--- src/rtl/adcpf_consts.vh ---
`ifndef ADCPF_CONSTS_VH
`define ADCPF_CONSTS_VH

// register byte offsets on the bus
`define ADCPF_OFF_CFG0        8'h00
`define ADCPF_OFF_CFG1        8'h04
`define ADCPF_OFF_P2DIR       8'h08
`define ADCPF_OFF_P7DIR       8'h0c
`define ADCPF_OFF_OPAMP0      8'h10
`define ADCPF_OFF_CHSEL       8'h14
`define ADCPF_OFF_ROLE        8'h18
`define ADCPF_OFF_STATUS      8'h1c

// register reset values
`define ADCPF_RST_CFG0        8'h00
`define ADCPF_RST_CFG1        3'h7
`define ADCPF_RST_P2DIR       8'hff
`define ADCPF_RST_P7DIR       3'h7
`define ADCPF_RST_CHSEL       5'h00

// field positions in the op-amp 0 control register
`define ADCPF_BIT_OPAMP0_EN   7
`define ADCPF_BIT_GAIN_EN     6

// shared pin position in port 2
`define ADCPF_SHARED_BIT      1

// converter channel codes
`define ADCPF_CH_ANALOG1      5'h01
`define ADCPF_CH_GAIN_OUT     5'h10

// pin role codes
`define ADCPF_ROLE_DIN        3'h0
`define ADCPF_ROLE_DOUT       3'h1
`define ADCPF_ROLE_AIN        3'h2
`define ADCPF_ROLE_GAIN_IN    3'h3
`define ADCPF_ROLE_OPAMP_OUT  3'h4
`define ADCPF_ROLE_OPAMP_GAIN 3'h5
`define ADCPF_ROLE_PROHIBIT   3'h7

// bus responses
`define ADCPF_RESP_OKAY       2'b00
`define ADCPF_RESP_SLVERR     2'b10

// status register field positions
`define ADCPF_ST_GAIN_CONV    9
`define ADCPF_ST_PROHIB_ANY   10
`define ADCPF_ST_PROHIB_LSB   11

`endif

--- src/rtl/adcpf_decode.v ---
`timescale 1ns/1ps
`include "adcpf_consts.vh"

module adcpf_decode (
   input  wire [7:0]  cfg0,
   input  wire [2:0]  cfg1,
   input  wire [7:0]  p2dir,
   input  wire [2:0]  p7dir,
   input  wire        opamp0_enable,
   input  wire        gain_amp_enable,
   input  wire [4:0]  chsel,
   output wire [26:0] role,
   output wire [8:0]  conv,
   output reg         gain_conv,
   output wire [8:0]  prohib
);

   localparam SB = `ADCPF_SHARED_BIT;

   reg  [2:0] shared_role;
   reg        shared_conv;

   // shared op-amp / gain-amp pin, slot 0
   always @* begin
      shared_role = `ADCPF_ROLE_PROHIBIT;
      shared_conv = 1'b0;
      gain_conv   = 1'b0;
      if (cfg0[SB]) begin
         if (p2dir[SB]) begin
            case ({opamp0_enable, gain_amp_enable})
               2'b00:   shared_role = `ADCPF_ROLE_AIN;
               2'b01:   shared_role = `ADCPF_ROLE_GAIN_IN;
               2'b10:   shared_role = `ADCPF_ROLE_OPAMP_OUT;
               default: shared_role = `ADCPF_ROLE_OPAMP_GAIN;
            endcase
            shared_conv = (chsel == `ADCPF_CH_ANALOG1);
            gain_conv   = gain_amp_enable && (chsel == `ADCPF_CH_GAIN_OUT);
         end
      end else if (!opamp0_enable && chsel != `ADCPF_CH_ANALOG1) begin
         shared_role = p2dir[SB] ? `ADCPF_ROLE_DIN : `ADCPF_ROLE_DOUT;
      end
   end

   // each slot drives only its own bits of the packed outputs
   assign role[2:0] = shared_role;
   assign conv[0]   = shared_conv;

   // port 2 channel pins 3 to 7 in slots 1 to 5, port 7 pins in slots 6 to 8
   genvar i;
   generate
      for (i = 0; i < 5; i = i + 1) begin : g_p2
         localparam integer CHN = i + 3;
         reg  [2:0] slot_role;
         reg        slot_conv;
         always @* begin
            slot_role = `ADCPF_ROLE_PROHIBIT;
            slot_conv = 1'b0;
            if (cfg0[i+3]) begin
               if (p2dir[i+3]) begin
                  slot_role = `ADCPF_ROLE_AIN;
                  slot_conv = (chsel == CHN[4:0]);
               end
            end else if (chsel != CHN[4:0]) begin
               slot_role = p2dir[i+3] ? `ADCPF_ROLE_DIN : `ADCPF_ROLE_DOUT;
            end
         end
         assign role[3*i+5 -: 3] = slot_role;
         assign conv[i+1]        = slot_conv;
      end
      for (i = 0; i < 3; i = i + 1) begin : g_p7
         localparam integer CHN = i + 8;
         reg  [2:0] slot_role;
         reg        slot_conv;
         always @* begin
            slot_role = `ADCPF_ROLE_PROHIBIT;
            slot_conv = 1'b0;
            if (cfg1[i]) begin
               if (chsel != CHN[4:0])
                  slot_role = p7dir[i] ? `ADCPF_ROLE_DIN : `ADCPF_ROLE_DOUT;
            end else if (p7dir[i]) begin
               slot_role = `ADCPF_ROLE_AIN;
               slot_conv = (chsel == CHN[4:0]);
            end
         end
         assign role[3*i+20 -: 3] = slot_role;
         assign conv[i+6]         = slot_conv;
      end
      for (i = 0; i < 9; i = i + 1) begin : g_pr
         assign prohib[i] = (role[3*i+2 -: 3] == `ADCPF_ROLE_PROHIBIT);
      end
   endgenerate

endmodule // adcpf_decode

--- src/rtl/adcpf_top.v ---
// How it works
// - the op-amp 0 enable is bit 7 of the op-amp 0 control register.
// - the gain-amplifier enable is bit 6 of that same register.
// - shared pin analog, input, both amps off: analog input, converted on channel 1; output is prohibited.
// - gain amp only: pin feeds the amp, amp output or pin converted by channel, else nothing.
// - op-amp 0 only: pin carries the op-amp output, converted only on channel 1.
// - both amps on: pin is op-amp output and amp input, amp or pin converted by channel.
// - port 2 channel pins 3 to 7 analog and input give an analog input, output prohibited.
// - port 7 channel pins 8 to 10 use inverted configuration polarity.
// - port 7 pins take configuration from register 1 and direction from port 7 mode.
// - port 2 pins take configuration from register 0 and direction from port 2 mode.
// - a direction bit of 0 is output, 1 is input.
`timescale 1ns/1ps
`include "adcpf_consts.vh"

module adcpf_top #(
   parameter ADDR_W = 8
) (
   input  wire              aclk,
   input  wire              aresetn,
   input  wire [ADDR_W-1:0] s_axi_awaddr,
   input  wire [2:0]        s_axi_awprot,
   input  wire              s_axi_awvalid,
   output reg               s_axi_awready,
   input  wire [31:0]       s_axi_wdata,
   input  wire [3:0]        s_axi_wstrb,
   input  wire              s_axi_wvalid,
   output reg               s_axi_wready,
   output reg  [1:0]        s_axi_bresp,
   output reg               s_axi_bvalid,
   input  wire              s_axi_bready,
   input  wire [ADDR_W-1:0] s_axi_araddr,
   input  wire [2:0]        s_axi_arprot,
   input  wire              s_axi_arvalid,
   output reg               s_axi_arready,
   output reg  [31:0]       s_axi_rdata,
   output reg  [1:0]        s_axi_rresp,
   output reg               s_axi_rvalid,
   input  wire              s_axi_rready,
   output reg  [26:0]       pin_role,
   output reg  [8:0]        pin_convert,
   output reg               gain_amp_convert,
   output reg  [8:0]        pin_prohibited,
   output reg               setting_prohibited
);

   // control registers
   reg  [7:0]        analog_config_reg_0;
   reg  [2:0]        analog_config_reg_1;
   reg  [7:0]        port2_direction_reg;
   reg  [2:0]        port7_direction_reg;
   reg               opamp0_enable;
   reg               gain_amp_enable;
   reg  [4:0]        converter_channel_select;

   // latched write address and data
   reg  [ADDR_W-1:0] wr_addr;
   reg  [31:0]       wr_data;
   reg  [3:0]        wr_strb;

   // combinational decode results
   wire [26:0]       next_role;
   wire [8:0]        next_conv;
   wire              next_gain_conv;
   wire [8:0]        next_prohib;

   wire              wr_fire;
   wire              wr_mapped;
   wire              rd_mapped;
   reg  [31:0]       rd_word;
   wire [31:0]       status_word;

   // pin function decoder
   adcpf_decode u_decode (
      .cfg0            (analog_config_reg_0),
      .cfg1            (analog_config_reg_1),
      .p2dir           (port2_direction_reg),
      .p7dir           (port7_direction_reg),
      .opamp0_enable   (opamp0_enable),
      .gain_amp_enable (gain_amp_enable),
      .chsel           (converter_channel_select),
      .role            (next_role),
      .conv            (next_conv),
      .gain_conv       (next_gain_conv),
      .prohib          (next_prohib)
   );

   // registered pin role outputs
   always @(posedge aclk) begin
      if (!aresetn) begin
         pin_role           <= 27'h0;
         pin_convert        <= 9'h000;
         gain_amp_convert   <= 1'b0;
         pin_prohibited     <= 9'h000;
         setting_prohibited <= 1'b0;
      end else begin
         pin_role           <= next_role;
         pin_convert        <= next_conv;
         gain_amp_convert   <= next_gain_conv;
         pin_prohibited     <= next_prohib;
         setting_prohibited <= |next_prohib;
      end
   end

   // write happens once address and data are both held and no response pending
   assign wr_fire   = !s_axi_awready && !s_axi_wready && !s_axi_bvalid;
   assign wr_mapped = (~|wr_addr[ADDR_W-1:5]) && ({3'b000, wr_addr[4:0]} <= `ADCPF_OFF_CHSEL);
   assign rd_mapped = ~|s_axi_araddr[ADDR_W-1:5];

   // write channels: address and data accepted in either order
   always @(posedge aclk) begin
      if (!aresetn) begin
         s_axi_awready <= 1'b1;
         s_axi_wready  <= 1'b1;
         s_axi_bvalid  <= 1'b0;
         s_axi_bresp   <= `ADCPF_RESP_OKAY;
         wr_addr       <= {ADDR_W{1'b0}};
         wr_data       <= 32'h0;
         wr_strb       <= 4'h0;
      end else begin
         if (s_axi_awvalid && s_axi_awready) begin
            wr_addr       <= s_axi_awaddr;
            s_axi_awready <= 1'b0;
         end
         if (s_axi_wvalid && s_axi_wready) begin
            wr_data      <= s_axi_wdata;
            wr_strb      <= s_axi_wstrb;
            s_axi_wready <= 1'b0;
         end
         if (wr_fire) begin
            s_axi_bvalid <= 1'b1;
            s_axi_bresp  <= wr_mapped ? `ADCPF_RESP_OKAY : `ADCPF_RESP_SLVERR;
         end
         if (s_axi_bvalid && s_axi_bready) begin
            s_axi_bvalid  <= 1'b0;
            s_axi_awready <= 1'b1;
            s_axi_wready  <= 1'b1;
         end
      end
   end

   // control register updates, low byte lane only
   always @(posedge aclk) begin
      if (!aresetn) begin
         analog_config_reg_0      <= `ADCPF_RST_CFG0;
         analog_config_reg_1      <= `ADCPF_RST_CFG1;
         port2_direction_reg      <= `ADCPF_RST_P2DIR;
         port7_direction_reg      <= `ADCPF_RST_P7DIR;
         opamp0_enable            <= 1'b0;
         gain_amp_enable          <= 1'b0;
         converter_channel_select <= `ADCPF_RST_CHSEL;
      end else if (wr_fire && wr_strb[0] && ~|wr_addr[ADDR_W-1:5]) begin
         case ({3'b000, wr_addr[4:0]})
            `ADCPF_OFF_CFG0:   analog_config_reg_0 <= wr_data[7:0];
            `ADCPF_OFF_CFG1:   analog_config_reg_1 <= wr_data[2:0];
            `ADCPF_OFF_P2DIR:  port2_direction_reg <= wr_data[7:0];
            `ADCPF_OFF_P7DIR:  port7_direction_reg <= wr_data[2:0];
            `ADCPF_OFF_OPAMP0: begin
               opamp0_enable   <= wr_data[`ADCPF_BIT_OPAMP0_EN];
               gain_amp_enable <= wr_data[`ADCPF_BIT_GAIN_EN];
            end
            `ADCPF_OFF_CHSEL:  converter_channel_select <= wr_data[4:0];
            default: ;
         endcase
      end
   end

   // status word: conversion flags, gain flag, prohibited summary and per pin
   assign status_word = {12'h000, pin_prohibited, setting_prohibited, gain_amp_convert, pin_convert};

   // read data mux
   always @* begin
      rd_word = 32'h0;
      case ({3'b000, s_axi_araddr[4:0]})
         `ADCPF_OFF_CFG0:   rd_word = {24'h0, analog_config_reg_0};
         `ADCPF_OFF_CFG1:   rd_word = {29'h0, analog_config_reg_1};
         `ADCPF_OFF_P2DIR:  rd_word = {24'h0, port2_direction_reg};
         `ADCPF_OFF_P7DIR:  rd_word = {29'h0, port7_direction_reg};
         `ADCPF_OFF_OPAMP0: rd_word = {24'h0, opamp0_enable, gain_amp_enable, 6'h00};
         `ADCPF_OFF_CHSEL:  rd_word = {27'h0, converter_channel_select};
         `ADCPF_OFF_ROLE:   rd_word = {5'h00, pin_role};
         `ADCPF_OFF_STATUS: rd_word = status_word;
         default:           rd_word = 32'h0;
      endcase
      if (!rd_mapped)
         rd_word = 32'h0;
   end

   // read channel: one read at a time, answer the cycle after acceptance
   always @(posedge aclk) begin
      if (!aresetn) begin
         s_axi_arready <= 1'b1;
         s_axi_rvalid  <= 1'b0;
         s_axi_rdata   <= 32'h0;
         s_axi_rresp   <= `ADCPF_RESP_OKAY;
      end else begin
         if (s_axi_arvalid && s_axi_arready) begin
            s_axi_arready <= 1'b0;
            s_axi_rvalid  <= 1'b1;
            s_axi_rdata   <= rd_word;
            s_axi_rresp   <= rd_mapped ? `ADCPF_RESP_OKAY : `ADCPF_RESP_SLVERR;
         end
         if (s_axi_rvalid && s_axi_rready) begin
            s_axi_rvalid  <= 1'b0;
            s_axi_arready <= 1'b1;
         end
      end
   end

endmodule // adcpf_top

--- config.mk ---
export PLATFORM = sky130hd
export DESIGN_NAME = adcpf_top
export DESIGN_NICKNAME = d
export VERILOG_FILES = /design/src/rtl/adcpf_decode.v /design/src/rtl/adcpf_top.v
export VERILOG_INCLUDE_DIRS = /design/src /design/src/rtl
export SDC_FILE = /design/constraint.sdc
export NUM_CORES = 1
export LEC_CHECK = 0
export BUFFER_PORTS_ARGS = -buffer_cell sky130_fd_sc_hd__buf_2
export CAP_MARGIN = 20
export CELL_PAD_IN_SITES_DETAIL_PLACEMENT = 0
export CELL_PAD_IN_SITES_GLOBAL_PLACEMENT = 2
export CORE_ASPECT_RATIO = 0.7
export CORE_UTILIZATION = 30
export DETAILED_ROUTE_END_ITERATION = 16
export GPL_TIMING_DRIVEN = 0
export PLACE_DENSITY = 0.79
export SYNTH_ARGS = -nofsm -noshare
export SYNTH_HDL_FRONTEND = slang
export SYNTH_SLANG_ARGS = --single-unit
--- constraint.sdc ---
create_clock -name aclk -period 2.8 [get_ports aclk]
set_input_delay 0.56 -clock aclk [delete_from_list [all_inputs] [get_ports aclk]]
set_output_delay 0.56 -clock aclk [all_outputs]
set_load 0.1 [all_outputs]
==> results of run 1 <==
## cell families after synthesis
| family | Yosys count | synth area share [%] |
|---|---|---|
| compound gates | 126 | 17.1 |
| other cells | 1 | 0.0746 |
| simple gates | 224 | 23.1 |
| mux | 30 | 6.65 |
| buf+inv | 59 | 5.73 |
| flops | 119 | 47.4 |
## power breakdown
| group | internal (mW) | switching, mW | leakage [nW] |
|---|---|---|---|
| sequential | 1.72 | 0.0251 | 0.963 |
| clock | 1.19 | 0.756 | 0.260 |
| combinational | 0.0796 | 0.219 | 1.44 |
## cell usage in the layout (no fill, tap or decap), types with 17 or more instances in the layout
master / n
dfxtp_1: 119
buf_2: 111
nand2_1: 75
nand3_1: 41
o21ai_0: 35
clkbuf_1: 32
a21boi_0: 31
nor2b_1: 28
a22oi_1: 24
mux2i_1: 21
and2_1: 20
nor2_1: 19
clkbuf_16: 17
## worst reg2reg max path: stages (launching register included)
cell and delay [ps]:
dfxtp_1 300, clkbuf_1 370, nand2_1 230, or4_1 510
mux2i_1 370, o41ai_1 180, o21ai_0 120
## per-layer routing
metal / vias up / global-route usage [%]
li1: 2207 / -
met1: 2174 / 29.4
met2: 179 / 27.4
met3: 19 / 4.30
met4: 0 / 7.00
met5: - / 0
## worst paths after layout
check / startpoint / to / cells after the start
max: converter_channel_select[0] / setting_prohibited / 6
min: s_axi_rready / s_axi_arready / 3
max reg2reg: converter_channel_select[0] / setting_prohibited / 6
min reg2reg: wr_addr[0] / wr_addr[0] / 2
## stage by stage
| step | total power, mW | util [%] | instance area [um2] |
|---|---|---|---|
| 4_1_cts | 4.01 | 39.1 | 6390 |
| 6_report | 3.99 | 39.1 | 6390 |
| 3_3_place_gp | 2.07 | 35.9 | 5870 |
| 2_1_floorplan | 1.99 | - | 5050 |
| 3_5_place_dp | 2.08 | 35.9 | 5870 |
| 5_1_grt | 4.11 | 39.1 | 6390 |
## cell type report
type,count,area share (%)
tap,225,4.41
buffer,50,3.98
timing repair buffer,109,8.54
clock buffer,23,7.64
inverter,9,0.529
multi-input combinational,387,37.2
sequential,119,37.3
clock inverter,5,0.392
==> key figures, run 1 <==
Clock network
  • Max clock buf depth: 2
  • Clock-pin slew on the worst setup and hold paths: 60 ps
  • Post-CTS sizing: 0
  • Setup repair bufs after CTS: 0
  • CTS root buf: clkbuf_16
  • Clock tree from TritonCTS: built
  • # H-tree levels: 4
  • Clock buffer count from CTS: 17
  • Total clock sinks: 119
  • Hold-fix buffer count after cts: 0
  • Clock Latency Late Sink: 420 ps

Placement
  • Placed Cells: 899
  • Routability cong.: 0.884
  • Post-Place Setup Slack: 409 ps
  • I/O Buffers: 109
  • Placed wire-length estimate: 12500 um

STA
  • Hold WS: 377 ps
  • Actual slew at the worst max-slew pin: 748 ps
  • Max-slew violation count: 0
  • Slew HR: 50.1%
  • Final TNS setup: 0 ps
  • Worst Slack Setup Final: 639 ps
  • Fin crit share: 77.2%
  • Setup violations, final: 0
  • Final hold viol count: 0
  • Final Skew: 11.2 ps
  • FMAX: 463 MHz
  • Fin crit period: 2160 ps
  • Unrepaired setup endpoints after global routing: no

Drt
  • Max layer used: met4
  • DRT Wirelength: 16400 um
  • Vias: 4579
  • Met1 WL: 8550 um
  • WL/cell: 17.7 um
  • Pre-antenna DRT Iters: 5
  • Metal2 WL: 6540 um
  • 1st-iter DRT viols: 306
  • Vias per inst: 4.94
  • Metal3 WL: 1090 um
  • DRT antenna net count: 0
  • Drt drc: 0

Setup path
  • Worst path slowest cell: or4_1
  • Worst setup SP type: flop
  • Crit-path leading delay family: simple AND/OR/NAND/NOR gates
  • Crit path DAT: 2500 ps
  • Worst-path maximum fanout: 9
  • Element type at the critical path end: flop
  • Reg-to-reg setup timing slack: 640 ps
  • Crit path kind: reg -> reg
  • Crit path cell chain: clkbuf_1, nand2_1, or4_1, mux2i_1, o41ai_1, o21ai_0
  • Critical path's largest stage delay: 510 ps
  • CP Buf/Inv Count: 1
  • Worst EP required: 3140 ps

Final layout
  • Max FFs per register: 27
  • Top reg by flops: s_axi_rdata
  • Biggest regs: s_axi_rdata x27, pin_role x20, pin_convert x9
  • Share of post-route cells with drive strength above 1: 23.6%
  • Seq. cell area: 2380 um2
  • Final net count: 758
  • Multi-input gate area: 2380 um2
  • Layout area overhead: 27.1%
  • Cell Count, Final, Fillers Out: 927
  • # fillers: 1697
  • ANT cells: 0

Floorplan
  • FP Rows: 39
  • Die footprint: 17300 um2
  • # IOs: 153
  • Die H: 110 um
  • Initial Utilization: 30.7%
  • Die width: 157 um
  • Area of the core: 16300 um2

Synthesis
  • Yosys cell types: 49
  • Post-synthesis register bit count: 119
  • Mapped Area: 5020 um2
  • Mean Syn Cell Area: 8.99 um2
  • Synth top area share: 47.4%
  • Top post-synthesis cells by count: dfxtp_1 (119), nand2_1 (75), nand3_1 (41)
  • Top post-synthesis cells by area: dfxtp_1 (47%), nand2_1 (5.6%), a21boi_0 (4.6%), mux2i_1 (4.2%), nand3_1 (4.1%)
  • Top FF cell, synth: dfxtp_1
  • Cells after Synth: 559
  • Top cell type by total area after synthesis: dfxtp_1
  • Post-synthesis sequential area ratio: 47.4%
  • Synth warnings: 0
  • Most frequent cell after synthesis: dfxtp_1
  • Post-synth EDFFs: 0
  • Async SR Flop Fraction: 0%

Global route
  • Vias in the first global route: 4165
  • Largest net degree at the start of global routing: 17
  • Tot GR Track Use: 19.7%
  • Initial antenna violation count: 0
  • Total congestion overflow: 0
  • First-pass GRT wire length: 24500 um

Hold path
  • Hold WC Path Type: in -> reg

Flow run
  • Max_cap viols: 0

Pwr
  • Maximum VDD drop: 0.347 mV
  • Pwr per Cell Area: 625 nW/um2
  • LEAKAGE: 2.66 nW

Outcome
  • Outcome: completed
(Power assumes the default switching activity.)
==> inputs of run 2 (changes only) <==
--- a/config.mk
+++ b/config.mk
@@ -6,12 +6,13 @@
 export SDC_FILE = /design/constraint.sdc
 export NUM_CORES = 1
 export LEC_CHECK = 0
+export ABC_AREA = 1
 export BUFFER_PORTS_ARGS = -buffer_cell sky130_fd_sc_hd__buf_2
 export CAP_MARGIN = 20
 export CELL_PAD_IN_SITES_DETAIL_PLACEMENT = 0
 export CELL_PAD_IN_SITES_GLOBAL_PLACEMENT = 2
 export CORE_ASPECT_RATIO = 0.7
-export CORE_UTILIZATION = 30
+export CORE_UTILIZATION = 28
 export DETAILED_ROUTE_END_ITERATION = 16
 export GPL_TIMING_DRIVEN = 0
 export PLACE_DENSITY = 0.79
==> constraint.sdc (replaced) <==
create_clock -name aclk -period 2.1 [get_ports aclk]
set_input_delay 0.42 -clock aclk [delete_from_list [all_inputs] [get_ports aclk]]
set_output_delay 0.42 -clock aclk [all_outputs]
set_load 0.1 [all_outputs]
==> run 2 against run 1 <==
Sequential share of layout area shrank 0.38 points. Sequential power grew 34%. Clock power grew 57%. Worst setup slack lost 350 ps. Count of clock-buffer cells in the layout grew 1. Core utilization shrank 1.6 points. Via count grew 7.8%. First-iteration DRC count grew 4.9%. Combinational power grew 49%. Critical endpoint is now pin_role[20]. Largest cell class unchanged.
==> key figures, run 2 <==
Drt
  • WL/cell: 16.1 um
  • 1st-iter DRT viols: 321
  • DRT antenna net count: 0
  • Pre-antenna DRT Iters: 5
  • Drt drc: 0
  • Vias per inst: 4.70
  • DRT Wirelength: 16900 um
  • Vias: 4936

Synthesis
  • Post-synth EDFFs: 0
  • Adder-cell share of the synthesized area: 0%
  • Top FF cell, synth: dfxtp_1
  • Synth top area share: 48.0%
  • Cells after Synth: 671
  • Post-synthesis register bit count: 119
  • Post-synthesis xor/xnor area fraction: 0%
  • Main combinational cell family by area after synthesis: simple AND/OR/NAND/NOR gates
  • Yosys cell types: 33
  • Synth warnings: 0
  • Top post-synthesis cells by area: dfxtp_1 (48%), nand2_1 (13%), a21oi_1 (6.8%), inv_1 (4.7%), nand4_1 (4.5%)
  • Top cell type by total area after synthesis: dfxtp_1
  • Mapped Area: 4960 um2
  • Top post-synthesis cells by count: nand2_1 (170), dfxtp_1 (119), a21oi_1 (67)
  • Post-synthesis sequential area ratio: 48.0%
  • Mean Syn Cell Area: 7.39 um2
  • Post-Synth Simple-Gate Area: 26.7%
  • Most frequent cell after synthesis: nand2_1
  • Mux contribution to synthesized area: 0%
  • Area fraction in compound gates after synthesis: 14.6%
  • Async SR Flop Fraction: 0%

Floorplan
  • Die H: 113 um
  • Initial Utilization: 28.8%
  • Area of the core: 17200 um2
  • Die footprint: 18300 um2
  • Die width: 161 um
  • # IOs: 153
  • FP Rows: 40

Pwr
  • LEAKAGE: 3.06 nW
  • Pwr Total: 5.85 mW
  • Maximum VDD drop: 0.496 mV
  • Pwr per Cell Area: 906 nW/um2

Setup path
  • Element type at the critical path end: output pin
  • Crit path DAT: 1390 ps
  • Worst-path maximum fanout: 4
  • Worst setup SP type: flop
  • Worst EP required: 1680 ps
  • Crit path kind: reg -> out

Clock network
  • Clock Latency Late Sink: 420 ps
  • Clock tree from TritonCTS: built
  • Clock buffer count from CTS: 17
  • Post-CTS sizing: 0
  • Total clock sinks: 119
  • CTS root buf: clkbuf_16
  • Setup repair bufs after CTS: 0
  • # H-tree levels: 4
  • Clock-pin slew on the worst setup and hold paths: 50 ps
  • Max clock buf depth: 2
  • Hold-fix buffer count after cts: 0

STA
  • Fin crit share: 86.4%
  • Actual slew at the worst max-slew pin: 736 ps
  • Max-slew violation count: 0
  • Slew HR: 50.9%
  • Worst Slack Setup Final: 286 ps
  • Final TNS setup: 0 ps
  • Final Skew: 16.0 ps
  • Unrepaired setup endpoints after global routing: no
  • FMAX: 551 MHz
  • Fin crit period: 1810 ps
  • Final hold viol count: 0
  • Hold WS: 204 ps
  • Setup violations, final: 0

Global route
  • First-pass GRT wire length: 25900 um
  • Vias in the first global route: 4635
  • Total congestion overflow: 0
  • Initial antenna violation count: 0
  • Largest net degree at the start of global routing: 17
  • Tot GR Track Use: 19.1%

Final layout
  • Layout area overhead: 30.1%
  • Final net count: 872
  • Core Util, Final: 37.5%
  • ANT cells: 0
  • # fillers: 1851
  • Most frequent cells in the layout: nand2_1 (170), buf_2 (121), dfxtp_1 (119)
  • Top reg by flops: s_axi_rdata
  • Multi-input gate area: 2070 um2
  • Share of post-route cells with drive strength above 1: 23.3%
  • Most common cell after layout, fill and taps aside: nand2_1
  • Biggest regs: s_axi_rdata x27, pin_role x20, pin_convert x9
  • Max FFs per register: 27
  • Seq. cell area: 2380 um2

Placement
  • I/O Buffers: 111
  • Post-Place Setup Slack: -83.4 ps
  • Placed wire-length estimate: 13200 um
  • Routability cong.: 0.905

Flow run
  • Max_cap viols: 0

Outcome
  • Outcome: completed

Hold path
  • Hold WC Path Type: in -> reg
run 2: changes by cell type in the layout (fill, tap and decap cells not counted), sizes merged, moves of 25 or more:
cell / change
nand2: +96
inv: +64
a21oi: +63
nor2: +43
nand4: +34
a21boi: -31
nor2b: -28
nand3: -25
run 2: metal layers:
layer,track usage [%],part of all wire (%),vias to the layer above
met4,6.54,1.6,0
met5,0,0,-
met3,4.36,6.1,14
met1,28.5,53,2295
li1,-,-,2467
met2,26.5,39,160
run 2: cell type report:
class	instances	area share, %
Sequential cell	119	36.9
Multi-Input combinational cell	437	32.1
Timing Repair Buffer	111	8.61
Clock buffer	24	7.93
Tap cell	231	4.48
Inverter	74	4.30
Buffer	47	3.86
Clock inverter	7	1.78
run 2: logic make-up (layout without fill, tap and decap cells):
| kind of cell | after synthesis | in the layout |
|---|---|---|
| compound gates | 130 | 130 |
| buf+inv | 121 | 263 |
| flops | 119 | 119 |
| other cells | 1 | 7 |
| simple gates | 300 | 300 |
run 2: path summary, 6_finish.rpt:
| kind | startpoint | end | slack (ps) | depth (start not counted) |
|---|---|---|---|---|
| setup / recovery | pin_prohibited[6] | pin_role[20] | 290 | 2 |
| hold / removal | s_axi_wvalid | s_axi_wready | 200 | 2 |
| setup reg to reg | s_axi_awready | port2_direction_reg[7] | 490 | 9 |
| hold reg to reg | wr_strb[0] | wr_strb[0] | 450 | 2 |
run 2: where the power goes:
group / leakage [nW] / internal, mW / total, mW / switching, mW
Clock: 0.304 / 2.04 / 3.07 / 1.03
Sequential: 0.964 / 2.30 / 2.33 / 0.0280
Combinational: 1.79 / 0.0931 / 0.447 / 0.354
Total: 3.06 / 4.44 / 5.85 / 1.41
run 2: metrics by stage:
stage | std cells | instance area, um2
after floorplan | 677 | 4980
after global placement | 1019 | 5830
after detailed placement | 1019 | 5830
after CTS | 1050 | 6450
after global routing | 1050 | 6450
final | 1050 | 6450
run 2: worst max-delay path, cell delays in order (launching register included):
cell and delay [ps]:
dfxtp_1 420, buf_4 140, buf_2 410
==> inputs of run 3 (changes only) <==
--- a/config.mk
+++ b/config.mk
@@ -10,12 +10,13 @@
 export BUFFER_PORTS_ARGS = -buffer_cell sky130_fd_sc_hd__buf_2
 export CAP_MARGIN = 20
 export CELL_PAD_IN_SITES_DETAIL_PLACEMENT = 0
-export CELL_PAD_IN_SITES_GLOBAL_PLACEMENT = 2
+export CELL_PAD_IN_SITES_GLOBAL_PLACEMENT = 1
 export CORE_ASPECT_RATIO = 0.7
-export CORE_UTILIZATION = 28
+export CORE_UTILIZATION = 30
 export DETAILED_ROUTE_END_ITERATION = 16
 export GPL_TIMING_DRIVEN = 0
-export PLACE_DENSITY = 0.79
+export PLACE_DENSITY = 0.67
+export SETUP_SLACK_MARGIN = 0.3
 export SYNTH_ARGS = -nofsm -noshare
 export SYNTH_HDL_FRONTEND = slang
 export SYNTH_SLANG_ARGS = --single-unit
==> run 3 against run 2 <==
Worst setup slack improved by 74 ps. Count of clock-buffer cells in the layout unchanged. Die area is 6.6% lower. Power increased by 6.3%. Register-to-register slack worse by 20 ps. Critical endpoint is now pin_role[17].
==> key figures, run 3 (synthesized netlist as in run 2, its figures left out) <==
Outcome
  • Outcome: completed

Drt
  • Drt drc: 0
  • Max layer used: met4
  • Pre-antenna DRT Iters: 5
  • Vias: 5002
  • DRT antenna net count: 0
  • 1st-iter DRT viols: 300
  • Metal2 WL: 6400 um
  • Vias per inst: 4.81
  • Met1 WL: 8560 um
  • WL/cell: 15.8 um
  • Metal3 WL: 1090 um
  • DRT Wirelength: 16400 um

Setup path
  • Crit path DAT: 1320 ps
  • Crit path kind: reg -> out
  • Worst setup SP type: flop
  • Worst path slowest cell: buf_2
  • Crit path cell chain: buf_4, buf_2
  • Worst EP required: 1680 ps
  • Element type at the critical path end: output pin
  • Critical path's largest stage delay: 410 ps
  • Worst-path maximum fanout: 3

Floorplan
  • Initial Utilization: 31.3%
  • Die width: 156 um
  • Die H: 110 um
  • # IOs: 153
  • Area of the core: 15800 um2
  • FP Rows: 38
  • Die footprint: 17100 um2

Flow run
  • Max_cap viols: 0

Clock network
  • Hold-fix buffer count after cts: 0
  • Clock Latency Late Sink: 410 ps
  • Clock buffer count from CTS: 17
  • Max clock buf depth: 2
  • # H-tree levels: 4
  • Post-CTS sizing: 0
  • Setup repair bufs after CTS: 0
  • Total clock sinks: 119
  • CTS root buf: clkbuf_16
  • Clock-pin slew on the worst setup and hold paths: 50 ps
  • Clock tree from TritonCTS: built

STA
  • Slew HR: 52.4%
  • Fin crit share: 82.9%
  • Hold WS: 212 ps
  • Unrepaired setup endpoints after global routing: no
  • Actual slew at the worst max-slew pin: 714 ps
  • Final TNS setup: 0 ps
  • FMAX: 574 MHz
  • Setup violations, final: 0
  • Max-slew violation count: 0
  • Fin crit period: 1740 ps
  • Final hold viol count: 0
  • Final Skew: 8.33 ps

Hold path
  • Hold WC Path Type: in -> reg

Final layout
  • Most frequent cells in the layout: nand2_1 (170), buf_2 (121), dfxtp_1 (112)
  • Cell area after layout: 6530 um2
  • Biggest regs: s_axi_rdata x27, pin_role x20, pin_convert x9
  • Cell Count, Final, Fillers Out: 1039
  • Max FFs per register: 27
  • Most common cell after layout, fill and taps aside: nand2_1
  • ANT cells: 0
  • Multi-input gate area: 2070 um2
  • # fillers: 1652
  • Top reg by flops: s_axi_rdata
  • Seq. cell area: 2390 um2
  • Final net count: 872
  • Share of post-route cells with drive strength above 1: 24.3%
  • Core Util, Final: 41.2%
  • Layout area overhead: 31.6%

Global route
  • First-pass GRT wire length: 25000 um
  • Vias in the first global route: 4566
  • Largest net degree at the start of global routing: 17
  • Initial antenna violation count: 0
  • Total congestion overflow: 0
  • Tot GR Track Use: 20.0%

Placement
  • I/O Buffers: 111
  • Routability cong.: 0.940
  • Placed wire-length estimate: 13100 um
  • Placement Cell Area: 5820 um2
  • Placed Cells: 1008

Pwr
  • Pwr per Cell Area: 952 nW/um2
  • Maximum VDD drop: 0.462 mV
  • LEAKAGE: 3.10 nW
==> run 3: cell types whose count changed in the layout (fill, tap and decap cells not counted), moves of 2 or more <==
cell,before,now
bufinv_16,3,6
clkinvlp_4,2,0
dfxtp_1,119,112
dfxtp_2,0,7
==> run 3: cell type report <==
cell class	instances	area share, %
plain buffers	47	3.81
clock buffers	24	7.99
clock inverters	7	2.84
inverters	74	4.25
multi-input cells	437	31.8
flip-flops and latches	119	36.6
well taps	220	4.22
repair buffers	111	8.51
==> run 3: metrics by stage <==
stage | total power, mW | setup slack [ps]
3_3_place_gp | 2.81 | 66.5
5_1_grt | 6.41 | 307
2_1_floorplan | 2.69 | 307
4_1_cts | 6.27 | 342
6_report | 6.22 | 359
3_5_place_dp | 2.82 | 69.7
==> run 3: layer usage <==
| layer | up-vias | GRT usage (%) |
|---|---|---|
| met2 | 181 | 27.3 |
| met5 | - | 0 |
| met3 | 28 | 5.75 |
| li1 | 2462 | - |
| met4 | 0 | 7.77 |
| met1 | 2331 | 29.1 |
==> run 3: critical path, delay by kind of cell (launching register included) <==
family / cells / cell delay [ps]
buffers and inverters: 2 / 540
DFF: 1 / 380
==> run 3: worst paths after layout <==
check / depth (start not counted) / slack, ps / to / startpoint
worst max-delay path: 2 / 360 / pin_role[17] / pin_role[17]
worst min-delay path: 2 / 210 / s_axi_wready / s_axi_wvalid
worst max register to register: 9 / 470 / port2_direction_reg[7] / s_axi_awready
worst min register to register: 2 / 440 / wr_strb[0] / wr_strb[0]
==> run 3: power breakdown <==
part / internal [mW] / switching, mW
clock: 2.44 / 1.00
combinational: 0.0932 / 0.352
sequential: 2.30 / 0.0278
total: 4.83 / 1.38
